$ cat src/pkg/sac_pkg.sv
// constants and types shared by the converter control and readout logic
package sac_pkg;
   localparam int CLK_HZ          = 50_000_000;  // system clock rate
   localparam int RESULT_W        = 16;          // result width in bits
   localparam int FIFO_DEPTH      = 8;           // results buffered
   localparam int CONV_TIME_NS    = 2500;        // longest conversion
   localparam int ACQ_START_NS    = 750;         // acquire after start
   localparam int POR_WAIT_US     = 20;          // host wait after reset
   localparam int WAKE_LOW_NS     = 200;         // wake_low_time
   localparam int NS_PER_S        = 1_000_000_000;
   // longest time rounds down, least time rounds up
   localparam int CONV_CYC  = (CONV_TIME_NS * (CLK_HZ / 1_000_000)) / 1000;
   localparam int ACQ_CYC   = (ACQ_START_NS * (CLK_HZ / 1_000_000) + 999)
                              / 1000;
   localparam int POR_CYC   = POR_WAIT_US * (CLK_HZ / 1_000_000);
   localparam int WAKE_CYC  = (WAKE_LOW_NS * (CLK_HZ / 1_000_000) + 999)
                              / 1000;
   localparam int BIT_CNT_W = 5;                 // counts 0..16
   localparam logic [15:0] SIM_SEED = 16'hACE1;  // stand-in code seed
   // conversion states
   typedef enum logic [3:0] {
      SAC_IDLE = 4'b0001,
      SAC_CONV = 4'b0010,
      SAC_DOWN = 4'b0100,
      SAC_WAKE = 4'b1000
   } sac_state_t;
endpackage

$ cat src/pkg/sac_fifo_if.sv
// valid/ready carrier between converter core and result buffer
`timescale 1ns/1ps
interface sac_fifo_if #(parameter int W = 16);
   logic         valid;   // word offered
   logic         ready;   // word accepted
   logic [W-1:0] data;    // word itself
   modport src  (output valid, output data, input ready);
   modport sink (input valid, input data, output ready);
endinterface

$ cat src/rtl/sac_fifo.sv
// small synchronous fifo holding finished conversion results
`timescale 1ns/1ps
module sac_fifo #(
   parameter int W     = 16,
   parameter int DEPTH = 8
) (
   input  wire logic   clk,
   input  wire logic   arst_n,
   sac_fifo_if.sink    wr,
   sac_fifo_if.src     rd
);
   localparam int AW = $clog2(DEPTH);
   logic [W-1:0]  mem [DEPTH];        // storage words
   logic [AW:0]   wp_ff;              // write pointer with wrap bit
   logic [AW:0]   rp_ff;              // read pointer with wrap bit
   logic          full;
   logic          empty;
   logic          do_wr;
   logic          do_rd;

   // full when pointers differ only in wrap bit
   assign full     = (wp_ff[AW] != rp_ff[AW]) &&
                     (wp_ff[AW-1:0] == rp_ff[AW-1:0]);
   assign empty    = (wp_ff == rp_ff);
   assign wr.ready = !full;
   assign rd.valid = !empty;
   assign rd.data  = mem[rp_ff[AW-1:0]];
   assign do_wr    = wr.valid && !full;
   assign do_rd    = rd.ready && !empty;

   // storage is written without reset, pointers guard it
   always_ff @(posedge clk) begin
      if (do_wr) begin
         mem[wp_ff[AW-1:0]] <= wr.data;
      end
   end

   // pointer advance
   always_ff @(posedge clk or negedge arst_n) begin
      if (!arst_n) begin
         wp_ff <= '0;
         rp_ff <= '0;
      end else begin
         if (do_wr) begin
            wp_ff <= wp_ff + 1'b1;
         end
         if (do_rd) begin
            rp_ff <= rp_ff + 1'b1;
         end
      end
   end
endmodule

$ cat src/rtl/sac_core.sv
// conversion control and serial readout of a 16-bit sar converter
`timescale 1ns/1ps
module sac_core
   import sac_pkg::*;
#(
   parameter int          CONV_CYCLES = sac_pkg::CONV_CYC,
   parameter int          POR_CYCLES  = sac_pkg::POR_CYC,
   parameter logic [15:0] CODE_SEED   = sac_pkg::SIM_SEED
) (
   input  wire logic                     clk,
   input  wire logic                     arst_n,
   input  wire logic                     convert_start,
   input  wire logic                     read_select_serial_in,
   input  wire logic                     sck,
   input  wire logic                     chain_mode,
   input  wire logic [sac_pkg::RESULT_W-1:0] sample_code,
   output logic                          busy,
   output logic                          sdo_o,
   output logic                          sdo_oe_n,
   output logic                          acquiring,
   output logic                          powered_down,
   output logic                          por_ready,
   output logic                          result_valid,
   output logic [sac_pkg::RESULT_W-1:0] result_word
);
   import sac_pkg::*;

   // one width serves both timers, sized for the longer count
   localparam int CW = $clog2(((CONV_CYCLES > POR_CYCLES) ?
                               CONV_CYCLES : POR_CYCLES) + 1);

   // pin synchronisers, first stage read only by second
   logic [1:0]          cnv_sync_ff;      // convert_start sync
   logic [1:0]          rsi_sync_ff;      // select or serial in sync
   logic [1:0]          sck_sync_ff;      // shift clock sync
   logic [1:0]          chn_sync_ff;      // chain strap sync
   logic                cnv_q_ff;         // previous start level
   logic                rsi_q_ff;         // previous select level
   logic                sck_q_ff;         // previous sck level
   logic                cnv_rise;
   logic                rsi_fall;
   logic                sck_rise;
   logic                cnv_s;
   logic                rsi_s;
   logic                chain_s;

   sac_state_t          state_ff;         // conversion state
   sac_state_t          nxt_state;
   logic [CW-1:0]       tmr_ff;           // conversion / wake timer
   logic [CW-1:0]       por_ff;           // post reset settle counter
   logic [RESULT_W-1:0] shreg_ff;         // output shift register
   logic [RESULT_W-1:0] code_ff;          // captured sample code
   logic [RESULT_W-1:0] seed_ff;          // sim lfsr, stepped but drives nothing
   logic                conv_done;
   logic                sdo_en;

   sac_fifo_if #(.W(RESULT_W)) wr_if ();
   sac_fifo_if #(.W(RESULT_W)) rd_if ();

   // two-stage synchronisers for every pin input
   always_ff @(posedge clk or negedge arst_n) begin
      if (!arst_n) begin
         cnv_sync_ff <= 2'h0;
         rsi_sync_ff <= 2'h3;
         sck_sync_ff <= 2'h0;
         chn_sync_ff <= 2'h0;
      end else begin
         cnv_sync_ff <= {cnv_sync_ff[0], convert_start};
         rsi_sync_ff <= {rsi_sync_ff[0], read_select_serial_in};
         sck_sync_ff <= {sck_sync_ff[0], sck};
         chn_sync_ff <= {chn_sync_ff[0], chain_mode};
      end
   end

   assign cnv_s   = cnv_sync_ff[1];
   assign rsi_s   = rsi_sync_ff[1];
   assign chain_s = chn_sync_ff[1];

   // edge detectors work on the settled copies only
   always_ff @(posedge clk or negedge arst_n) begin
      if (!arst_n) begin
         cnv_q_ff <= 1'b0;
         rsi_q_ff <= 1'b1;
         sck_q_ff <= 1'b0;
      end else begin
         cnv_q_ff <= cnv_s;
         rsi_q_ff <= rsi_s;
         sck_q_ff <= sck_sync_ff[1];
      end
   end

   assign cnv_rise = cnv_s && !cnv_q_ff;
   assign rsi_fall = !rsi_s && rsi_q_ff;
   assign sck_rise = sck_sync_ff[1] && !sck_q_ff;

   // arst_n stands for the supply monitor; logic restarts clean
   // settle counter tells the host when starts become valid
   always_ff @(posedge clk or negedge arst_n) begin
      if (!arst_n) begin
         por_ff    <= '0;
         por_ready <= 1'b0;
      end else if (por_ff != CW'(POR_CYCLES)) begin
         por_ff    <= por_ff + 1'b1;
      end else begin
         por_ready <= 1'b1;
      end
   end

   assign conv_done = (state_ff == SAC_CONV) &&
                      (tmr_ff == CW'(CONV_CYCLES - 1));

   // next state; start edges inside a conversion are dropped
   always_comb begin
      nxt_state = state_ff;
      unique case (state_ff)
         SAC_IDLE: begin
            if (cnv_rise) begin
               nxt_state = SAC_CONV;
            end
         end
         SAC_CONV: begin
            if (conv_done) begin
               nxt_state = cnv_s ? SAC_DOWN : SAC_IDLE;
            end
         end
         SAC_DOWN: begin
            // waking needs start low long enough
            if (!cnv_s) begin
               nxt_state = SAC_WAKE;
            end
         end
         SAC_WAKE: begin
            if (cnv_s) begin
               // short low pulse: wake not complete, stay down
               // timer lags the pin by one count, so compare one less
               nxt_state = (tmr_ff >= CW'(WAKE_CYC - 1)) ?
                           SAC_CONV : SAC_DOWN;
            end
         end
      endcase
   end

   // state register
   always_ff @(posedge clk or negedge arst_n) begin
      if (!arst_n) begin
         state_ff <= SAC_IDLE;
      end else begin
         state_ff <= nxt_state;
      end
   end

   // timer: conversion length from internal clock, or wake low time
   always_ff @(posedge clk or negedge arst_n) begin
      if (!arst_n) begin
         tmr_ff <= '0;
      end else if (nxt_state != state_ff) begin
         tmr_ff <= '0;
      end else if (state_ff == SAC_CONV || state_ff == SAC_WAKE) begin
         if (tmr_ff != '1) begin
            tmr_ff <= tmr_ff + 1'b1;
         end
      end
   end

   // status outputs, all registered
   always_ff @(posedge clk or negedge arst_n) begin
      if (!arst_n) begin
         busy         <= 1'b0;
         acquiring    <= 1'b1;
         powered_down <= 1'b0;
      end else begin
         busy         <= (nxt_state == SAC_CONV);
         // track phase resumes fixed time after start
         acquiring    <= !(nxt_state == SAC_CONV &&
                           (state_ff != SAC_CONV ||
                            tmr_ff < CW'(ACQ_CYC - 1)));
         powered_down <= (nxt_state == SAC_DOWN);
      end
   end

   // stand-in for the analog result: input code captured as is, lfsr not mixed in
   always_ff @(posedge clk or negedge arst_n) begin
      if (!arst_n) begin
         seed_ff <= 16'h0000;
         code_ff <= 16'h0000;
      end else begin
         if (seed_ff == 16'h0000) begin
            seed_ff <= CODE_SEED;
         end else if (conv_done) begin
            seed_ff <= {seed_ff[14:0],
                        seed_ff[15] ^ seed_ff[13] ^
                        seed_ff[12] ^ seed_ff[10]};
         end
         if (state_ff == SAC_CONV && tmr_ff == CW'(ACQ_CYC - 1)) begin
            code_ff <= sample_code;
         end
      end
   end

   // driver enable: chain always on, normal follows select
   assign sdo_en = chain_s || !rsi_s;

   // shift register: load at conversion end, shift on sck rise
   // in normal mode shifting is gated by the enable; the slow
   // sync means sck must stay under about 12 MHz here
   always_ff @(posedge clk or negedge arst_n) begin
      if (!arst_n) begin
         shreg_ff <= 16'h0000;
      end else if (conv_done) begin
         shreg_ff <= code_ff;
      end else if (state_ff == SAC_CONV) begin
         shreg_ff <= shreg_ff;
      end else if (sck_rise && sdo_en) begin
         // chain pulls in upstream bit, normal fills zero
         shreg_ff <= {shreg_ff[RESULT_W-2:0],
                      chain_s & rsi_s};
      end
   end

   // pin outputs from flops; top bit held until first sck rise
   always_ff @(posedge clk or negedge arst_n) begin
      if (!arst_n) begin
         sdo_o    <= 1'b0;
         sdo_oe_n <= 1'b1;
      end else begin
         sdo_o    <= (conv_done) ? code_ff[RESULT_W-1]
                   : (sck_rise && sdo_en && state_ff != SAC_CONV)
                     ? shreg_ff[RESULT_W-2]
                     : shreg_ff[RESULT_W-1];
         sdo_oe_n <= !sdo_en;
      end
   end

   // results also queued for on-chip readers
   assign wr_if.valid = conv_done;
   assign wr_if.data  = code_ff;
   assign rd_if.ready = !result_valid;

   sac_fifo #(
      .W     (RESULT_W),
      .DEPTH (FIFO_DEPTH)
   ) u_fifo (
      .clk    (clk),
      .arst_n (arst_n),
      .wr     (wr_if),
      .rd     (rd_if)
   );

   // one-word output holding stage, drained when shown
   always_ff @(posedge clk or negedge arst_n) begin
      if (!arst_n) begin
         result_valid <= 1'b0;
         result_word  <= 16'h0000;
      end else if (rd_if.valid && !result_valid) begin
         result_valid <= 1'b1;
         result_word  <= rd_if.data;
      end else begin
         result_valid <= 1'b0;
      end
   end
endmodule

$ cat config.mk
export PLATFORM = sky130hd
export DESIGN_NAME = sac_core
export DESIGN_NICKNAME = d
export VERILOG_FILES = /design/src/pkg/sac_pkg.sv /design/src/pkg/sac_fifo_if.sv /design/src/rtl/sac_fifo.sv /design/src/rtl/sac_core.sv
export SDC_FILE = /design/constraint.sdc
export NUM_CORES = 1
export LEC_CHECK = 0
export BUFFER_PORTS_ARGS = -buffer_cell sky130_fd_sc_hd__buf_2
export CORE_MARGIN = 1.5
export CORE_UTILIZATION = 35
export CTS_CLUSTER_SIZE = 10
export DETAILED_ROUTE_END_ITERATION = 6
export GPL_TIMING_DRIVEN = 1
export PLACE_DENSITY_LB_ADDON = 0.05
export SETUP_SLACK_MARGIN = 0.15
export SYNTH_ARGS = -nofsm -noshare
export SYNTH_HDL_FRONTEND = slang
export SYNTH_SLANG_ARGS = --single-unit
$ cat constraint.sdc
create_clock -name clk -period 2.98 [get_ports clk]
set_clock_uncertainty 0.1 [all_clocks]
set_input_delay 0.149 -clock clk [delete_from_list [all_inputs] [get_ports clk]]
set_output_delay 0.149 -clock clk [all_outputs]
set_load 0.005 [all_outputs]
## Word level (Yosys, flattened, before mapping)

Memory sizes are Yosys's and may differ from the RTL's. A register that Yosys moved wholly into a read port is not among the register bits.
Index checks and enable logic that the tools add are counted.

- $add $sub $neg: 4
- $lt $le $gt $ge: 2
- Eq/ne operators: 16
- Muxes and demuxes: 18
- Bitwise logic cells: 1
- Reduce and logical (&&, ||, !) cells: 27

Operators by type and width:

| operator | number |
|---|---|
| $mux 16 | 3 |
| $mux 10 | 3 |
| $add 10x1->10 const B | 2 |
| $ne 10x10->1 const B | 2 |
| $mux 4 | 4 |
| $pmux 4 s4 | 1 |
| $eq 10x6->1 const B | 1 |
| $eq 10x7->1 const B | 1 |
| $ge 10x4->1 const B | 1 |
| $logic_and 1x1->1 | 10 |
| $lt 10x6->1 const B | 1 |
| $logic_not 1->1 | 9 |
| $add 4x1->4 const B | 2 |
| $eq 4x2->1 const B | 2 |
| $eq 4x3->1 const B | 2 |
| $mux 3 | 2 |
| $reduce_bool 2->1 | 3 |
| $mux 1 | 5 |
| $eq 4x1->1 const B | 1 |
| $eq 4x4->1 | 1 |
| $eq 4x4->1 const B | 1 |
| $ne 4x2->1 const B | 1 |
| $ne 4x4->1 | 1 |
| $reduce_and 2->1 | 2 |
| other kinds (5) | 7 |

- Bits in registers: 81
- RAM bits: 128
- Input bits: 22
- Output and inout bits: 23
- Logic and storage cells: 89
- Memories: 1

Memories:

| memory | words | bits a word | read ports | clocked after Yosys merged registers in | write ports | line | RTL |
|---|---|---|---|---|---|---|---|
| u_fifo.mem | 8 | 16 | 1 | 1 | 1 | sac_fifo.sv:13 | `logic [W-1:0] mem [DEPTH];` |

## Logic depth before layout (Yosys ltp)

Gate-level depths: netlist of the first run.

- Word-level depth: 7
- Gate-level depth with buffers: 9
- Gate-level depth less buffers: 7

## By module

Synthesis of the first run repeated with hierarchy kept, for this count alone.

- Cells, all modules: 558
- Area, all modules: 9365.2 µm²

By module, submodules not included:

| module | times used | cells an instance | area each (µm²) | seq. area each (µm²) |
|---|---|---|---|---|
| sac_fifo | 1 | 243 | 5524.0 | 4043.9 |
| sac_core | 1 | 315 | 3841.2 | 2233.4 |

## Least setup slack after synthesis of the first run

Ideal clock, no wire load.

- Kind: register to register
- Start point: register tmr_ff[0]
- End point: memory u_fifo.mem[1][0] (enable)
- Setup time: 0.409 ns
- Arrival time: 2.563 ns
- Required time: 2.471 ns
- Slack: -0.093 ns
- Cell stages (with the launch flop): 8
- Buffers on the path: 0
- Period minus slack after synthesis: 3.073 ns
- Cells stage by stage: dfrtp_1 > inv_1 > ha_1 > nor4b_1 > nand4_1 > nor2_1 > nand2_1 > nor3_1

- Cells in the longest elaborated chain, start to end: 5

RTL lines:

| item | line | RTL |
|---|---|---|
| start: declaration | sac_core.sv:49 | `logic [CW-1:0] tmr_ff;` |
| start signal: assignment | sac_core.sv:160 | `tmr_ff <= tmr_ff + 1'b1;` |
| $eq 10x7->1 | sac_core.sv:110 | `(tmr_ff == CW'(CONV_CYCLES - 1));` |
| $logic_and 1x1->1 | sac_core.sv:109 | `assign conv_done = (state_ff == SAC_CONV) &&` |
| $logic_and 1x1->1 | sac_fifo.sv:28 | `assign do_wr = wr.valid && !full;` |
| $mux 1 | sac_fifo.sv:33 | `if (do_wr) begin` |
| $mux 1 (implied by the code) | sac_fifo.sv:34 | `mem[wp_ff[AW-1:0]] <= wr.data;` |
| end: declaration | sac_fifo.sv:13 |  |

No other way between the ends.

## Final worst setup path of the first run

- Start point: register tmr_ff[0]
- End point: memory u_fifo.mem[6][1] (enable)

The elaborated chain is that of the path after synthesis.

==> flow_metrics.tcl, run 1 <==
set metrics [dict create \
    area_growth_pct 19.2 \
    yosysWarnings 0 \
    post-place-ws_ns 0.293 \
    swShare 0.295 \
    critPathCaptureType "register" \
    nets 697 \
    place_congestion 0.740 \
    path_cells "inv_1 > ha_1 > nor4b_2 > nand4_1 > or3_4 > nor2_1 > buf_12" \
    p_seq_frac 0.461 \
    grt-ovfl-total 0 \
    place_hpwl_um 12100 \
    rr_worst_depth 7 \
    cp_max_fo 16 \
    slew_headroom 0.564 \
    rows 58 \
    hp-class "primary input to asynchronous set/reset pin" \
    crit_path_start_kind "register" \
    synth_area_sq_um 9120 \
    ant_nets 0 \
    clk_pin_slew_worst_paths_ns 0.06 \
    synth-edff-count 128 \
    num_vias 5020 \
    initial_core_util 0.359 \
    drtIter0Drc 240 \
    leakagePower_nw 4.21 \
    grt_max_degree 46 \
    via_per_inst 4.93 \
    ios 45 \
    r2r-end "u_fifo.mem[6][1]" \
    crit_path_start "tmr_ff[0]" \
    slowest_stage "or3_4" \
    syn_area_per_cell_sq_um 15.8 \
    die_area_sq_um 27000 \
    grt_pass1_vias 5269 \
    cp.required_ns 3.11 \
    cts_made_buffers 27 \
    r2r_slack_ns 0.42 \
    numPortBuffers 44 \
    n_antenna_cell 0 \
    synth_cells 578 \
    die_w_um 164 \
    fmax_ghz 0.391 \
    grt_usage 0.147 \
    cts_max_level 1 \
    slowest_delay_ns 0.46 \
    layout_commonest_cell "edfxtp_1" \
    drive_gt1_frac 0.234 \
    synth-main-ff-cell "edfxtp_1" \
    cts_root_buf "clkbuf_16" \
    synth_seq_area_share 0.688 \
    ys_types 61 \
    critPathCapture "u_fifo.mem[6][1]" \
    synthesis.nets 607 \
    dr.pass1.iters 4 \
    hold_violations 0 \
    ys_async_sr_fraction 0.431 \
    cts.sinks 225 \
    antenna_found_initial 0 \
    grt_pass1_wl_um 30200 \
    p_switching_w 0.00272 \
    cts_tree "done" \
    pwr-share-clk 0.316 \
    setup_slack_ns 0.424 \
    p_comb_frac 0.223 \
    r2r_start "tmr_ff[0]" \
    criticalPathCategory "register to register" \
    vdd_drop_max_mv 0.388 \
    ys_ff_latch 225 \
    finalMaxSlewViolations 0 \
    maxCapViolations 0 \
    fin_tns_setup_ns 0 \
    finalSetupViolations 0 \
    p_int_w 0.00652 \
    die_y_um 164 \
    cp.arrival_ns 2.68 \
    cts_buffer_depth 3 \
    period_minus_slack_ns 2.56 \
    power_density_nw_per_um2 849 \
    rsz0062_at_grt "false" \
    wl_per_cell_um 18.6 \
    tightestPinTransition_ns 0.654 \
    drc 0 \
    drt-total-wl_um 19000 \
    final_cell_mix "edfxtp_1, dfrtp_1, nand2_1" \
    outcome "completed" \
    coreArea_sq_um 25400 \
    clk_latency_ns 0.53 \
    finalCritPeriodShare 0.858 \
]
logic make-up after synthesis:
group / count (synthesis) / share of synthesized area
xor+xnor: 23 / 0.0221
simple gates: 157 / 0.0920
mux: 70 / 0.124
flops: 225 / 0.688
compound gates: 61 / 0.0472
fa+ha+maj: 7 / 0.00960
buf+inv: 35 / 0.0174
routing by layer:
layer | vias up | wire length (um) | GRT usage
li1 | 2374 | - | -
met1 | 2548 | 9090 | 0.204
met2 | 70 | 8940 | 0.240
met3 | 28 | 633 | 0.0224
met4 | 0 | 315 | 0.0418
met5 | - | 0 | 0
repair_timing:
action,CTS,global route
resized for setup,0,1
endpoints found under the setup margin,0,64
hold buffers,21,0
buffers inserted,0,0
endpoints found under the hold margin,64,0
worst min path at each step:
stage | end | cells after the start | slack [ns] | startpoint
global placement | result_word[11] | 1 | 0.13 | arst_n
finish | u_fifo.rp_ff[3] | 2 | 0.10 | arst_n
detailed placement | u_fifo.rp_ff[2] | 1 | 0.13 | arst_n
global route | rsi_sync_ff[0] | 2 | 0.15 | read_select_serial_in
CTS | u_fifo.rp_ff[2] | 2 | 0.12 | arst_n
floorplan | busy | 0 | -0.25 | arst_n
sequential cells by signal, summed over array words and instances, names as in the netlist, 2 cells and up:
signal        cells
u_fifo.rp_ff      4
u_fifo.wp_ff      4
chn_sync_ff       2
result_word      16
u_fifo.mem      128
shreg_ff         16
code_ff          16
tmr_ff           10
sck_sync_ff       2
por_ff           10
cnv_sync_ff       2
rsi_sync_ff       2
state_ff          4
area by class of cell:
type                       count  area (sq um)
tap                          330           413
multi-input combinational    318          2700
fill                        2312         14500
clock inverter                 2          12.5
sequential                   225          6280
timing repair buffer          88           681
clock buffer                  48           764
inverter                       8          30.0
through the flow:
stage	total power [W]	instances	hold slack (ns)	instance area [sq um]	util
2_1_floorplan	0.00566	578	-0.247	9130	-
3_3_place_gp	0.00639	948	0.125	9880	0.389
3_5_place_dp	0.00642	948	0.132	9880	0.389
4_1_cts	0.00943	1019	0.117	10900	0.428
5_1_grt	0.00980	1019	0.153	10900	0.428
6_report	0.00924	1019	0.100	10900	0.428
power by group through the flow:
stage	Combinational, W	Sequential, W	Clock, W
3_3_place_gp	0.00208	0.00431	0
5_1_grt	0.00232	0.00434	0.00315
6_report	0.00206	0.00426	0.00292
2_1_floorplan	0.00153	0.00412	0
4_1_cts	0.00212	0.00428	0.00303
3_5_place_dp	0.00209	0.00434	0
worst max-delay path: cells and delay by family (launching register included):
kind	cells	cell delay [ns]
and+or+nand+nor	4	1.19
DFF	1	0.41
adders and majority gates	1	0.24
buffers and inverters	2	0.30
cell usage after synthesis (3+ instances only):
cell type | number | share of area
mux4_2 | 32 | 0.079
xor2_1 | 9 | 0.0086
nor2b_1 | 3 | 0.0021
nand2_1 | 52 | 0.021
xnor2_1 | 14 | 0.013
a21oi_1 | 22 | 0.012
nor2_1 | 39 | 0.016
clkbuf_1 | 10 | 0.0041
o21ai_0 | 6 | 0.0033
nor3_1 | 5 | 0.0027
inv_1 | 8 | 0.0033
nand2b_1 | 4 | 0.0027
mux2_1 | 11 | 0.014
dfrtp_1 | 92 | 0.25
buf_2 | 13 | 0.0071
and4_1 | 3 | 0.0029
mux2i_1 | 17 | 0.019
dfstp_2 | 5 | 0.014
edfxtp_1 | 128 | 0.42
nand4_1 | 8 | 0.0055
and3_1 | 5 | 0.0034
nand3_1 | 12 | 0.0066
mux2_2 | 10 | 0.012
a22oi_1 | 15 | 0.012
ha_1 | 7 | 0.0096
Note: power is estimated with default switching activity, not from simulation.
==> run 2, diff against run 1 <==
Clock period 2.98 ns to 2.3 ns, I/O delays scaled along.
==> run 2 against run 1 <==
Effect of this change:
- the run now ends with negative setup slack left
- critical path depth rose by 1
- cell area rose by 5.5%
- first-iteration DRC count rose by 3.3%
- sequential power rose by 28%
- critical path type unchanged
- critical endpoint is now u_fifo.mem[0][5]
==> flow_metrics.tcl, run 2 (synthesis results as in run 1) <==
set metrics [dict create \
    fin_tns_setup_ns -0.204 \
    place_congestion 0.750 \
    swShare 0.289 \
    crit_path_start_kind "register" \
    p_comb_frac 0.248 \
    hold_violations 0 \
    die_w_um 164 \
    grt_pass1_wl_um 30600 \
    num_vias 5154 \
    power_density_nw_per_um2 1090 \
    grt_usage 0.149 \
    dp_cells 968 \
    cts_root_buf "clkbuf_16" \
    p_int_w 0.00892 \
    p_switching_w 0.00363 \
    ios 45 \
    grt-ovfl-total 0 \
    place_hpwl_um 12200 \
    ant_nets 0 \
    cts.sinks 225 \
    rows 58 \
    drc 0 \
    drt-total-wl_um 19400 \
    tightestPinTransition_ns 0.660 \
    critPathCaptureType "register" \
    r2r_slack_ns -0.01 \
    clk_pin_slew_worst_paths_ns 0.06 \
    via_per_inst 4.90 \
    vdd_drop_max_mv 0.661 \
    cp.required_ns 2.45 \
    fillers 2268 \
    hp-class "primary input to asynchronous set/reset pin" \
    coreArea_sq_um 25400 \
    rsz0062_at_grt "true" \
    drive_gt1_frac 0.291 \
    largest_reg_flops 128 \
    cts_made_buffers 27 \
    fin_area_sq_um 11500 \
    r2r_start "tmr_ff[0]" \
    antenna_found_initial 0 \
    criticalPathCategory "register to register" \
    wl_per_cell_um 18.5 \
    violations "negative setup slack" \
    initial_core_util 0.359 \
    nets 729 \
    finalMaxSlewViolations 0 \
    p_seq_frac 0.434 \
    setup_slack_ns -0.0133 \
    drtIter0Drc 248 \
    rr_worst_depth 8 \
    instances_no_fill 1051 \
    finalCritPeriodShare 1.01 \
    die_y_um 164 \
    post-place-ws_ns -0.0970 \
    cts_max_level 1 \
    slew_headroom 0.560 \
    grt_max_degree 47 \
    area_growth_pct 25.7 \
    maxCapViolations 0 \
    cts_buffer_depth 3 \
    clk_latency_ns 0.53 \
    crit_path_start "tmr_ff[0]" \
    r2r-end "u_fifo.mem[0][5]" \
    cp.arrival_ns 2.46 \
    finalSetupViolations 43 \
    n_antenna_cell 0 \
    hold_slack_ns 0.0522 \
    pwr-share-clk 0.319 \
    layout_commonest_cell "edfxtp_1" \
    period_minus_slack_ns 2.31 \
    dr.pass1.iters 4 \
    grt_pass1_vias 5410 \
    fmax_ghz 0.432 \
    cts_tree "done" \
    outcome "finished, violations left" \
    placed_area_sq_um 10200 \
    die_area_sq_um 27000 \
    final_cell_mix "edfxtp_1, dfrtp_1, nand2_1" \
    numPortBuffers 44 \
    cp_max_fo 8 \
    leakagePower_nw 4.45 \
]
run 2: power groups by stage:
| stage | registers, W | logic, W | clock network [W] |
|---|---|---|---|
| finish | 0.00544 | 0.00311 | 0.00400 |
| global route | 0.00554 | 0.00347 | 0.00433 |
| CTS | 0.00546 | 0.00311 | 0.00415 |
| detailed placement | 0.00553 | 0.00305 | 0 |
| global placement | 0.00551 | 0.00300 | 0 |
| floorplan | 0.00534 | 0.00202 | 0 |
run 2: routing by layer:
| layer | GRT usage | share of wire |
|---|---|---|
| met2 | 0.244 | 0.48 |
| met3 | 0.0226 | 0.034 |
| met5 | 0 | 0 |
| met1 | 0.207 | 0.47 |
| met4 | 0.0414 | 0.018 |
run 2: timing repair:
item | in CTS | in global routing
cloned | 1 | 2
buffers inserted | 4 | 5
pin swaps | 3 | 9
gates resized for setup | 6 | 9
endpoints found under the setup margin | 97 | 141
hold endpoints to repair | 87 | 0
hold buffers | 21 | 0
run 2: worst max-delay path by stage:
stage                        endpoint  cells past startpoint
CTS                 u_fifo.mem[0][14]                      8
global placement     u_fifo.mem[0][3]                      7
finish               u_fifo.mem[0][5]                      8
detailed placement   u_fifo.mem[0][3]                      7
global route        u_fifo.mem[1][11]                      9
floorplan            u_fifo.mem[0][0]                      5
run 2: cell type report:
class,count,area [sq um],share of cell area
Tap cell,330,413,0.0360
Timing Repair Buffer,119,1050,0.0916
Clock buffer,47,751,0.0654
Multi-Input combinational cell,319,2870,0.250
Sequential cell,225,6280,0.547
Clock inverter,3,80.1,0.00698
Inverter,8,30.0,0.00262
run 2: worst max-delay path, cell delays in order, from the launching register on:
cell and delay [ns]:
dfrtp_1 0.39, inv_2 0.09, ha_4 0.13, nor4b_4 0.24
nand4_1 0.21, or3_4 0.39, nor3_4 0.20, buf_12 0.14
buf_12 0.13
run 2: per-stage QoR:
stage / power, W / utilization
final: 0.0125 / 0.452
after detailed placement: 0.00858 / 0.401
after CTS: 0.0127 / 0.446
after global routing: 0.0133 / 0.452
after floorplan: 0.00736 / -
after global placement: 0.00851 / 0.401
==> run 3, diff against run 2 <==
Settings changed: CORE_ASPECT_RATIO set to 1.1, GPL_ROUTABILITY_DRIVEN set to 0.
==> run 3 against run 2 <==
Effect of this change:
- the run still ends with negative setup slack left
- cell count increased by 2.2%
- via count shrank 0.12%
- first-iteration DRC count grew 23%
- non-clock buffer count increased by 7
- core utilization grew 0.24 points
- clock power is 2% lower
- routed wire length decreased by 0.76%
- highest routed layer unchanged
- cell area grew 0.60%
- worst hold slack worse by 0.0055 ns
- worst setup slack improved by 0.0049 ns
- total power shrank 1.0%
==> flow_metrics.tcl, run 3 (synthesis results as in run 1) <==
set metrics [dict create \
    outcome "finished, violations left" \
    violations "negative setup slack" \
    clk_pin_slew_worst_paths_ns 0.06 \
    area_growth_pct 26.5 \
    num_vias 5148 \
    place_hpwl_um 12100 \
    hold_violations 0 \
    ant_nets 0 \
    cts_made_buffers 27 \
    finalSetupViolations 24 \
    fin_tns_setup_ns -0.0663 \
    grt_usage 0.148 \
    tightestPinTransition_ns 0.664 \
    setup_slack_ns -0.00844 \
    slowest_stage "or3_4" \
    crit_family "simple AND/OR/NAND/NOR gates" \
    antenna_found_initial 0 \
    p_total_w 0.0124 \
    wl_per_cell_um 18.0 \
    crit_buf_inv 3 \
    grt_pass1_wl_um 30200 \
    cp.required_ns 2.43 \
    drc 0 \
    cts_max_level 1 \
    hp-class "primary input to asynchronous set/reset pin" \
    fmax_ghz 0.433 \
    cp.arrival_ns 2.44 \
    slew_headroom 0.557 \
    vdd_drop_max_mv 0.601 \
    die_w_um 157 \
    final_cell_mix "edfxtp_1, dfrtp_1, nand2_1" \
    rows 61 \
    slowest_delay_ns 0.41 \
    layout_commonest_cell "edfxtp_1" \
    cts_root_buf "clkbuf_16" \
    grt_max_degree 46 \
    leakagePower_nw 4.47 \
    die_area_sq_um 27000 \
    grt-ovfl-total 0 \
    ios 45 \
    maxCapViolations 0 \
    period_minus_slack_ns 2.31 \
    coreArea_sq_um 25400 \
    critPathCaptureType "register" \
    drive_gt1_frac 0.297 \
    largest_reg_flops 128 \
    cts_tree "done" \
    cp_max_fo 16 \
    crit_path_start_kind "register" \
    post-place-ws_ns -0.139 \
    drt-total-wl_um 19300 \
    finalCritPeriodShare 1.00 \
    nets 736 \
    via_per_inst 4.79 \
    criticalPathCategory "register to register" \
    n_antenna_cell 0 \
    power_density_nw_per_um2 1080 \
    path_cells "inv_2 > ha_4 > nor4b_4 > nand4_1 > or3_4 > buf_6 > nor2_4 > buf_12" \
    die_y_um 172 \
    numPortBuffers 44 \
    finalMaxSlewViolations 0 \
    initial_core_util 0.359 \
    utilization 0.454 \
    cts_buffer_depth 3 \
    rsz0062_at_grt "true" \
    cts.sinks 225 \
    grt_pass1_vias 5304 \
    drtIter0Drc 306 \
    dr.pass1.iters 4 \
    clk_latency_ns 0.53 \
]
run 3: metrics by stage:
step	area (sq um)	cells	hold slack [ns]
after floorplan	9220	578	-0.281
after global placement	10200	986	0.0764
after detailed placement	10200	986	0.0834
after CTS	11400	1069	0.0845
after global routing	11500	1074	0.100
final	11500	1074	0.0467
run 3: final timing paths:
kind                                 from                 to  slack, ns  depth (start not counted)
max                             tmr_ff[1]  u_fifo.mem[4][14]     -0.008                          8
min                                arst_n    result_word[11]       0.05                          2
max reg2reg                     tmr_ff[1]  u_fifo.mem[4][14]     -0.008                          8
min reg2reg                chn_sync_ff[0]     chn_sync_ff[1]       0.25                          0
max in group asynchronous          arst_n        state_ff[0]       1.31                          3
min in group clk               chain_mode     chn_sync_ff[0]       0.12                          2
run 3: per-layer routing:
metal  GRT usage  vias to the layer above  part of all wire
li1            -                     2440                 -
met1       0.197                     2600              0.45
met2       0.253                       82              0.50
met3      0.0221                       26             0.037
met4      0.0352                        0             0.016
met5           0                        -                 0
run 3: what timing repair did:
item | 4_1_cts | 5_1_grt
endpoints found under the setup margin | 129 | 171
gates resized for setup | 11 | 10
hold buffers | 21 | 0
pin swaps | 5 | 3
endpoints found under the hold margin | 90 | 0
buffers inserted | 9 | 4
cloned | 3 | 1
run 3: area by class of cell:
class                      instances  area [sq um]
clock inverter                     3          53.8
multi-input combinational        319          2840
timing repair buffer             126          1140
tap                              346           433
sequential                       225          6280
fill                            2259         13900
inverter                           8          30.0
clock buffer                      47           761
run 3: power breakdown:
group	internal, W	switching (W)	total [W]
clock	0.00235	0.00158	0.00393
sequential	0.00492	0.000522	0.00545
combinational	0.00155	0.00150	0.00305
